**src/rtl/ccpsg_pkg.sv**
```systemverilog
package ccpsg_pkg;

  // register offsets on the plain port
  localparam logic [11:0] CCPSG_SGC_OFS  = 12'h294;
  localparam logic [11:0] CCPSG_OSC_OFS  = 12'h296;
  localparam logic [11:0] CCPSG_DTC_OFS  = 12'h298;
  localparam logic [11:0] CCPSG_STAT_OFS = 12'h29c;
  localparam logic [11:0] CCPSG_IST_OFS  = 12'h2a0;
  localparam logic [11:0] CCPSG_IMSK_OFS = 12'h2a2;

  // reset values
  localparam logic [15:0] CCPSG_SGC_RST  = 16'h0000;
  localparam logic [15:0] CCPSG_OSC_RST  = 16'h0000;
  localparam logic [15:0] CCPSG_DTC_RST  = 16'h0000;
  localparam logic [2:0]  CCPSG_IRQ_RST  = 3'h0;

  // implemented bits
  localparam logic [15:0] CCPSG_SGC_MASK   = 16'hd0ff;
  localparam logic [15:0] CCPSG_OSC_MASK   = 16'hbfdf;
  localparam logic [15:0] CCPSG_OSC_UPPER  = 16'h3e00;
  localparam logic [15:0] CCPSG_DTC_MASK   = 16'h003f;

  // field positions
  localparam int CCPSG_RSEN_BIT  = 15;
  localparam int CCPSG_GMODE_BIT = 14;
  localparam int CCPSG_SOFTWARE_SHUTDOWN_GATE_BIT  = 12;
  localparam int CCPSG_PSYNC_BIT = 15;
  localparam int CCPSG_SHD_BIT   = 4;
  localparam int CCPSG_CDIS_BIT  = 2;
  localparam int CCPSG_ARM_BIT   = 10;

  // interrupt status bits
  localparam int CCPSG_EV_SHD  = 0;
  localparam int CCPSG_EV_CAP  = 1;
  localparam int CCPSG_EV_CDIS = 2;

  typedef enum logic [1:0] {
    CCPSG_CG_LEVEL = 2'b00,
    CCPSG_CG_RISE  = 2'b01,
    CCPSG_CG_FALL  = 2'b10,
    CCPSG_CG_RSVD  = 2'b11
  } ccpsg_gmode_t;

  typedef enum logic [1:0] {
    CCPSG_AUX_OFF  = 2'b00,
    CCPSG_AUX_ROLL = 2'b01,
    CCPSG_AUX_MODE = 2'b10,
    CCPSG_AUX_EVT  = 2'b11
  } ccpsg_aux_t;

  localparam logic [1:0] CCPSG_SS_ACTIVE   = 2'b11;
  localparam logic [1:0] CCPSG_SS_INACTIVE = 2'b10;

  typedef struct packed {
    logic [5:0] data;
    logic [5:0] oe_n;
  } ccpsg_pins_t;

  typedef struct packed {
    logic [15:0] sgc;
    logic [15:0] osc;
    logic [15:0] dtc;
    logic [5:0]  pen_act;
    logic [15:0] sync1;
    logic [15:0] sync2;
    logic        req_d;
    logic        cap_d;
    logic        pwm_d;
    logic        shd;
    logic        cdis;
    logic        arm;
    logic [5:0]  dt_cnt;
    logic [2:0]  ist;
    logic [2:0]  imsk;
    logic        irq;
    ccpsg_pins_t pins;
    logic        aux;
    logic        cap_evt;
    logic [15:0] rdata;
  } ccpsg_state_t;

endpackage
```
**src/rtl/ccpsg_ctrl.sv**
```systemverilog
`timescale 1ns/10ps
module ccpsg_ctrl
  import ccpsg_pkg::*;
#(
  parameter bit MULTI_OUTPUT = 1'b1
) (
  input  wire logic        mclk_i,
  input  wire logic        resetn_i,
  input  wire logic [11:0] addr_i,
  input  wire logic [15:0] wdata_i,
  input  wire logic        wr_i,
  input  wire logic        rd_i,
  output logic      [15:0] rdata_o,
  input  wire logic [7:0]  shd_src_i,
  input  wire logic [7:0]  cap_src_i,
  input  wire logic        tb_reset_i,
  input  wire logic        period_start_i,
  input  wire logic        pwm_i,
  input  wire logic        cmp_evt_i,
  input  wire logic        mode_sig_i,
  input  wire logic        timer_mode_i,
  input  wire logic [1:0]  ss_ace_i,
  input  wire logic [1:0]  ss_bdf_i,
  output logic      [5:0]  pin_out_o,
  output logic      [5:0]  pin_oe_n_o,
  output logic             cap_evt_o,
  output logic             aux_o,
  output logic             irq_o
);

  localparam logic [15:0] OSC_WMASK = MULTI_OUTPUT ? CCPSG_OSC_MASK
                                      : (CCPSG_OSC_MASK & ~CCPSG_OSC_UPPER);

  ccpsg_state_t r;
  ccpsg_state_t n;
  logic         req;
  logic         rise;
  logic         fall;
  logic         capin;
  logic [7:0]   capv;
  logic         wr_sgc;
  logic         wr_osc;
  logic         wr_dtc;
  logic         wr_stat;
  logic         wr_ist;
  logic         wr_imsk;
  logic         shd_set;
  logic         shd_clr;
  logic         live;
  logic         wave_a;
  logic         wave_b;
  logic         wave;
  logic [1:0]   ss;
  logic [2:0]   ev;
  logic [15:0]  stat;
  ccpsg_gmode_t gmode;

  always_comb begin
    n = r;
    // pins and sibling outputs are asynchronous to mclk_i
    n.sync1 = {cap_src_i, shd_src_i};
    n.sync2 = r.sync1;

    wr_sgc  = wr_i && (addr_i == CCPSG_SGC_OFS);
    wr_osc  = wr_i && (addr_i == CCPSG_OSC_OFS);
    wr_dtc  = wr_i && (addr_i == CCPSG_DTC_OFS);
    wr_stat = wr_i && (addr_i == CCPSG_STAT_OFS);
    wr_ist  = wr_i && (addr_i == CCPSG_IST_OFS);
    wr_imsk = wr_i && (addr_i == CCPSG_IMSK_OFS);

    if (wr_sgc) begin
      n.sgc = wdata_i & CCPSG_SGC_MASK;
    end
    if (wr_osc) begin
      n.osc = wdata_i & OSC_WMASK;
    end
    if (wr_dtc) begin
      n.dtc = wdata_i & CCPSG_DTC_MASK;
    end
    if (wr_imsk) begin
      n.imsk = wdata_i[2:0];
    end

    // bit i of the enables pairs with bit i of the synced source vector
    req = (|(r.sync2[7:0] & r.sgc[7:0]))
          | r.sgc[CCPSG_SOFTWARE_SHUTDOWN_GATE_BIT];
    rise = req & ~r.req_d;
    fall = ~req & r.req_d;
    n.req_d = req;

    // enable changes wait for the rollover when sync is on
    if (!n.osc[CCPSG_PSYNC_BIT] || tb_reset_i) begin
      n.pen_act = n.osc[13:8];
    end

    // set wins over both clears
    shd_set = req && (!r.sgc[CCPSG_GMODE_BIT] || tb_reset_i);
    shd_clr = (r.sgc[CCPSG_RSEN_BIT] && !req && period_start_i)
              || (wr_stat && wdata_i[CCPSG_SHD_BIT]);
    if (shd_clr) begin
      n.shd = 1'b0;
    end
    if (shd_set) begin
      n.shd = 1'b1;
    end

    if (wr_stat && wdata_i[CCPSG_ARM_BIT]) begin
      n.arm = 1'b1;
    end
    if (wr_stat && wdata_i[CCPSG_CDIS_BIT]) begin
      n.cdis = 1'b0;
    end
    gmode = ccpsg_gmode_t'(r.osc[7:6]);
    case (gmode)
      CCPSG_CG_LEVEL: begin
        n.cdis = ~req;
      end
      CCPSG_CG_FALL: begin
        if (r.arm && fall) begin
          n.cdis = 1'b1;
          n.arm  = 1'b0;
        end
      end
      CCPSG_CG_RISE: begin
        if (r.arm && rise) begin
          n.cdis = 1'b0;
          n.arm  = 1'b0;
        end
      end
      default: begin
        // reserved code leaves the gate untouched
      end
    endcase

    capv      = r.sync2[15:8];
    capin     = capv[r.osc[2:0]];
    n.cap_d   = capin;
    n.cap_evt = capin & ~r.cap_d & ~r.cdis;

    // one dead-time period is one mclk_i cycle
    n.pwm_d = pwm_i;
    if (pwm_i != r.pwm_d) begin
      n.dt_cnt = r.dtc[5:0];
    end else if (r.dt_cnt != 6'h00) begin
      n.dt_cnt = r.dt_cnt - 6'h01;
    end
    live   = (n.dt_cnt == 6'h00);
    wave_a = pwm_i & live;
    wave_b = ~pwm_i & live;

    for (int i = 0; i < 6; i++) begin
      wave = (i % 2 == 0) ? wave_a : wave_b;
      ss   = (i % 2 == 0) ? ss_ace_i : ss_bdf_i;
      if (!n.pen_act[i]) begin
        n.pins.data[i] = 1'b0;
        n.pins.oe_n[i] = 1'b1;
      end else if (n.shd) begin
        if (ss == CCPSG_SS_ACTIVE) begin
          n.pins.data[i] = 1'b1;
          n.pins.oe_n[i] = 1'b0;
        end else if (ss == CCPSG_SS_INACTIVE) begin
          n.pins.data[i] = 1'b0;
          n.pins.oe_n[i] = 1'b0;
        end else begin
          n.pins.data[i] = 1'b0;
          n.pins.oe_n[i] = 1'b1;
        end
      end else begin
        n.pins.data[i] = wave;
        n.pins.oe_n[i] = 1'b0;
      end
    end

    case (ccpsg_aux_t'(r.osc[4:3]))
      CCPSG_AUX_EVT:  n.aux = ~timer_mode_i & (n.cap_evt | cmp_evt_i);
      CCPSG_AUX_MODE: n.aux = mode_sig_i;
      CCPSG_AUX_ROLL: n.aux = tb_reset_i;
      default:        n.aux = 1'b0;
    endcase

    ev                = 3'h0;
    ev[CCPSG_EV_SHD]  = n.shd & ~r.shd;
    ev[CCPSG_EV_CAP]  = n.cap_evt;
    ev[CCPSG_EV_CDIS] = n.cdis & ~r.cdis;
    if (wr_ist) begin
      n.ist = r.ist & ~wdata_i[2:0];
    end
    n.ist = n.ist | ev;
    n.irq = |(n.ist & n.imsk);

    stat                 = 16'h0000;
    stat[CCPSG_SHD_BIT]  = r.shd;
    stat[CCPSG_CDIS_BIT] = r.cdis; // arm bit reads zero
    n.rdata = 16'h0000;
    if (rd_i) begin
      case (addr_i)
        CCPSG_SGC_OFS:  n.rdata = r.sgc;
        CCPSG_OSC_OFS:  n.rdata = r.osc;
        CCPSG_DTC_OFS:  n.rdata = r.dtc;
        CCPSG_STAT_OFS: n.rdata = stat;
        CCPSG_IST_OFS:  n.rdata = {13'h0, r.ist};
        CCPSG_IMSK_OFS: n.rdata = {13'h0, r.imsk};
        default:        n.rdata = 16'h0000;
      endcase
    end
  end

  always_ff @(posedge mclk_i or negedge resetn_i) begin
    if (!resetn_i) begin
      r           <= '0;
      r.sgc       <= CCPSG_SGC_RST;
      r.osc       <= CCPSG_OSC_RST;
      r.dtc       <= CCPSG_DTC_RST;
      r.ist       <= CCPSG_IRQ_RST;
      r.imsk      <= CCPSG_IRQ_RST;
      r.pins.oe_n <= 6'h3f;
    end else begin
      r <= n;
    end
  end

  assign rdata_o    = r.rdata;
  assign pin_out_o  = r.pins.data;
  assign pin_oe_n_o = r.pins.oe_n;
  assign cap_evt_o  = r.cap_evt;
  assign aux_o      = r.aux;
  assign irq_o      = r.irq;
endmodule

```
**config.mk**
```make
export PLATFORM = sky130hd
export DESIGN_NAME = ccpsg_ctrl
export DESIGN_NICKNAME = d
export VERILOG_FILES = /design/src/rtl/ccpsg_pkg.sv /design/src/rtl/ccpsg_ctrl.sv
export SDC_FILE = /design/constraint.sdc
export NUM_CORES = 1
export LEC_CHECK = 0
export ABC_CLOCK_PERIOD_IN_PS = 1900
export BUFFER_PORTS_ARGS = -buffer_cell sky130_fd_sc_hd__buf_4
export CORE_MARGIN = 1
export CORE_UTILIZATION = 48
export CTS_CLUSTER_DIAMETER = 60
export CTS_CLUSTER_SIZE = 12
export DETAILED_ROUTE_END_ITERATION = 6
export PLACE_DENSITY = 0.73
export RECOVER_POWER = 100
export SKIP_LAST_GASP = 1
export SYNTH_ARGS = -nofsm -noshare
export SYNTH_HDL_FRONTEND = slang
export SYNTH_SLANG_ARGS = --single-unit
```
**constraint.sdc**
```tcl
create_clock -name mclk_i -period 1.9 [get_ports mclk_i]
set_input_delay 0.38 -clock mclk_i [delete_from_list [all_inputs] [get_ports mclk_i]]
set_output_delay 0.38 -clock mclk_i [all_outputs]
set_load 0.05 [all_outputs]
```
==> run metrics <==
maximum vdd drop=0.611 mV; Post-synth EDFFs=0; Tcrit/Tclk final=108%; diode count=0; top cells by area, synth=dfrtp_1, mux2_2, buf_4; Residual DRC=0; DRT Pass-1 Iters=4; gr busiest metal=met2; count of cell types in the netlist=54; grt met1 use=29.5%; # fillers=734; commonest non-fill, non-tap cell in the layout=dfrtp_1; non-filler cells in the finished layout=660; DIE AREA=10700 um^2; failing checks=setup timing; Yosys warning count=0; Synth Register Bits=118; worst r2r src=r[39]$_DFF_PN0_; max-slew violations=0; DRT iter0 DRCs=159; CP Launch Type=flop; setup_tns=-0.931 ns; HPWL after detailed placement=7930 um; reg2reg end=pin_out_o[5]$_DFF_PN0_; area of the core=9860 um^2; final WL=11300 um; post-synthesis cell area=4920 um^2; hold path depth=2; Vias=3484; pin slew with the least headroom to its limit=0.695 ns; unrepaired setup endpoints after global routing=true; worst-path fanout max=3; Highest Clock Rate=487 MHz; Total GRT Usage=23.3%; Horiz. Die Dim=103 um; met3 Track Usage GR=6.45%; row count=36; Ports=89; root buf cell=clkbuf_8; worst skew pair latency=0.52 ns; outcome=finished, violations left; pre-CTS WS=-0.361 ns; CTS Buffer Depth=2; total power per unit cell area=1030 nW/um^2; Final Critical Period=2.05 ns; Hold Violations, Final=0; # setup viols final=10; total CTS buffers=17; most frequent cells in the layout=dfrtp_1, buf_4, mux2_1, clkbuf_4; vias in the first global route=3602; largest net degree at the start of global routing=39; routed vias/inst=5.28; Layout Nets=578; placed cells=608; Min-Delay Endpoint=pin_oe_n_o[1]$_DFF_PN1_; Worst Path Arrival=2.45 ns; Async SR Flop Fraction=100%; port buffer count=88; R2R depth=6; placed standard-cell area=5890 um^2; Reg area=2960 um^2; first-pass GRT wire length=17900 um; GPL Wtd Cong=0.829; Hold Crit Start=ss_bdf_i[1]; post-synth net total=440; Yosys top cell by area=dfrtp_1; GR Overflow Total=0; flop2flop setup slack=-0.15 ns; Initial Util=49.9%; H-tree Lvls=4; main flop type after synthesis=dfrtp_1; Slew Limit Headroom=53.7%; final setup margin=-0.154 ns; syn_area_per_cell=13.1 um^2; Leak=0.00319 uW; fin area=6610 um^2; Area Overhead vs Synth=34.3%; met2 usage=38.0%; share of post-route cells with drive strength above 1=39.8%; multi-input logic area=1750 um^2; Worst-path clk slew=0.06 ns; Antenna Nets Post-Route=0; Min-Delay Path Class=input port to flop; # Max-Cap Violations=0; TritonCTS clock tree=yes; register area share after synthesis=60.2%; drt wl/cell=17.1 um; die height=103 um; clk sinks=118; Required @ worst endpoint=2.30 ns; clock skew=0.00818 ns; Setup crit end kind=flop; CP Class=flop to flop; Post-Syn Instances=376; Synth top area share=57.0%; initial antenna violation count=0
synth_stat cells (all sizes together), types with 7 or more instances:
cell and n:
inv 10, dfrtp 112, a22oi 9, nor2 10
and3 9, o21ai 16, mux2 40, nand2 19
a21boi 7, buf 36
how the worst max path moves through the flow:
stage	depth (start not counted)	endpoint	startpoint	slack, ns
final	6	pin_out_o[5]$_DFF_PN0_	r[39]$_DFF_PN0_	-0.15
after global routing	6	irq_o$_DFF_PN0_	r[120]$_DFFE_PN0P_	-0.23
after CTS	6	pin_out_o[5]$_DFF_PN0_	r[39]$_DFF_PN0_	-0.16
after detailed placement	7	pin_out_o[4]$_DFF_PN0_	addr_i[5]	-0.36
after global placement	7	pin_out_o[2]$_DFF_PN0_	addr_i[5]	-0.26
after floorplan	7	pin_out_o[1]$_DFF_PN0_	r[39]$_DFF_PN0_	-0.08
critical path, cell delays in order, from the launching register on:
cell      delay (ns)
dfrtp_1         0.39
or4_4           0.56
or4_4           0.46
a31oi_4         0.19
nor4_4          0.08
nand3b_1        0.17
a21boi_2        0.09
layer usage:
| metal | share of wire [%] | wire [um] | vias up |
|---|---|---|---|
| met5 | 0 | 0 | - |
| met1 | 42 | 4700 | 1751 |
| met2 | 50 | 5640 | 106 |
| met3 | 6.0 | 682 | 23 |
| met4 | 2.4 | 271 | 0 |
| li1 | - | - | 1604 |
power breakdown:
group,internal (uW),total (uW),switching (uW)
combinational,600,1190,588
sequential,2640,2740,103
clock,1650,2900,1250
cell type report:
type,count,share of cell area [%]
multi-input cells,209,26.4
clock inverters,15,1.99
inverters,10,0.568
repair buffers,158,17.4
clock buffers,17,6.27
well taps,133,2.52
flip-flops and latches,118,44.8
through the flow:
step / hold WS, ns / total power [uW] / util, %
3_3_place_gp: 0.333 / 3770 / 59.7
5_1_grt: 0.0193 / 7120 / 67.0
3_5_place_dp: 0.335 / 3810 / 59.7
2_1_floorplan: 0.0844 / 3350 / -
4_1_cts: 0.0134 / 6820 / 67.5
6_report: 0.0306 / 6830 / 67.0
registers in the layout, indices dropped and copies added, names as in the netlist:
| register | cells |
|---|---|
| cap_evt_o | 1 |
| rdata_o | 16 |
| aux_o | 1 |
| gmode | 2 |
| irq_o | 1 |
| pin_out_o | 6 |
| n | 16 |
| capv | 8 |
| r | 61 |
| pin_oe_n_o | 6 |
kinds of logic after synthesis:
logic type	after synthesis	synth area share [%]
muxes	43	10.3
AOI/OAI and AO/OA	63	9.10
and+or+nand+nor	91	11.3
DFF	118	60.2
xor gates and xnor gates	6	1.07
buffers and inverters	49	6.51
adders and majority gates	6	1.53
timing repair:
action	in CTS	in global routing
resized for setup	10	17
setup endpoints to repair	7	15
setup buffers	1	3
gates cloned	0	0
pin swaps	8	14
hold endpoints to repair	43	0
hold buffers	17	0
Note: power is estimated with default switching activity, not from simulation.
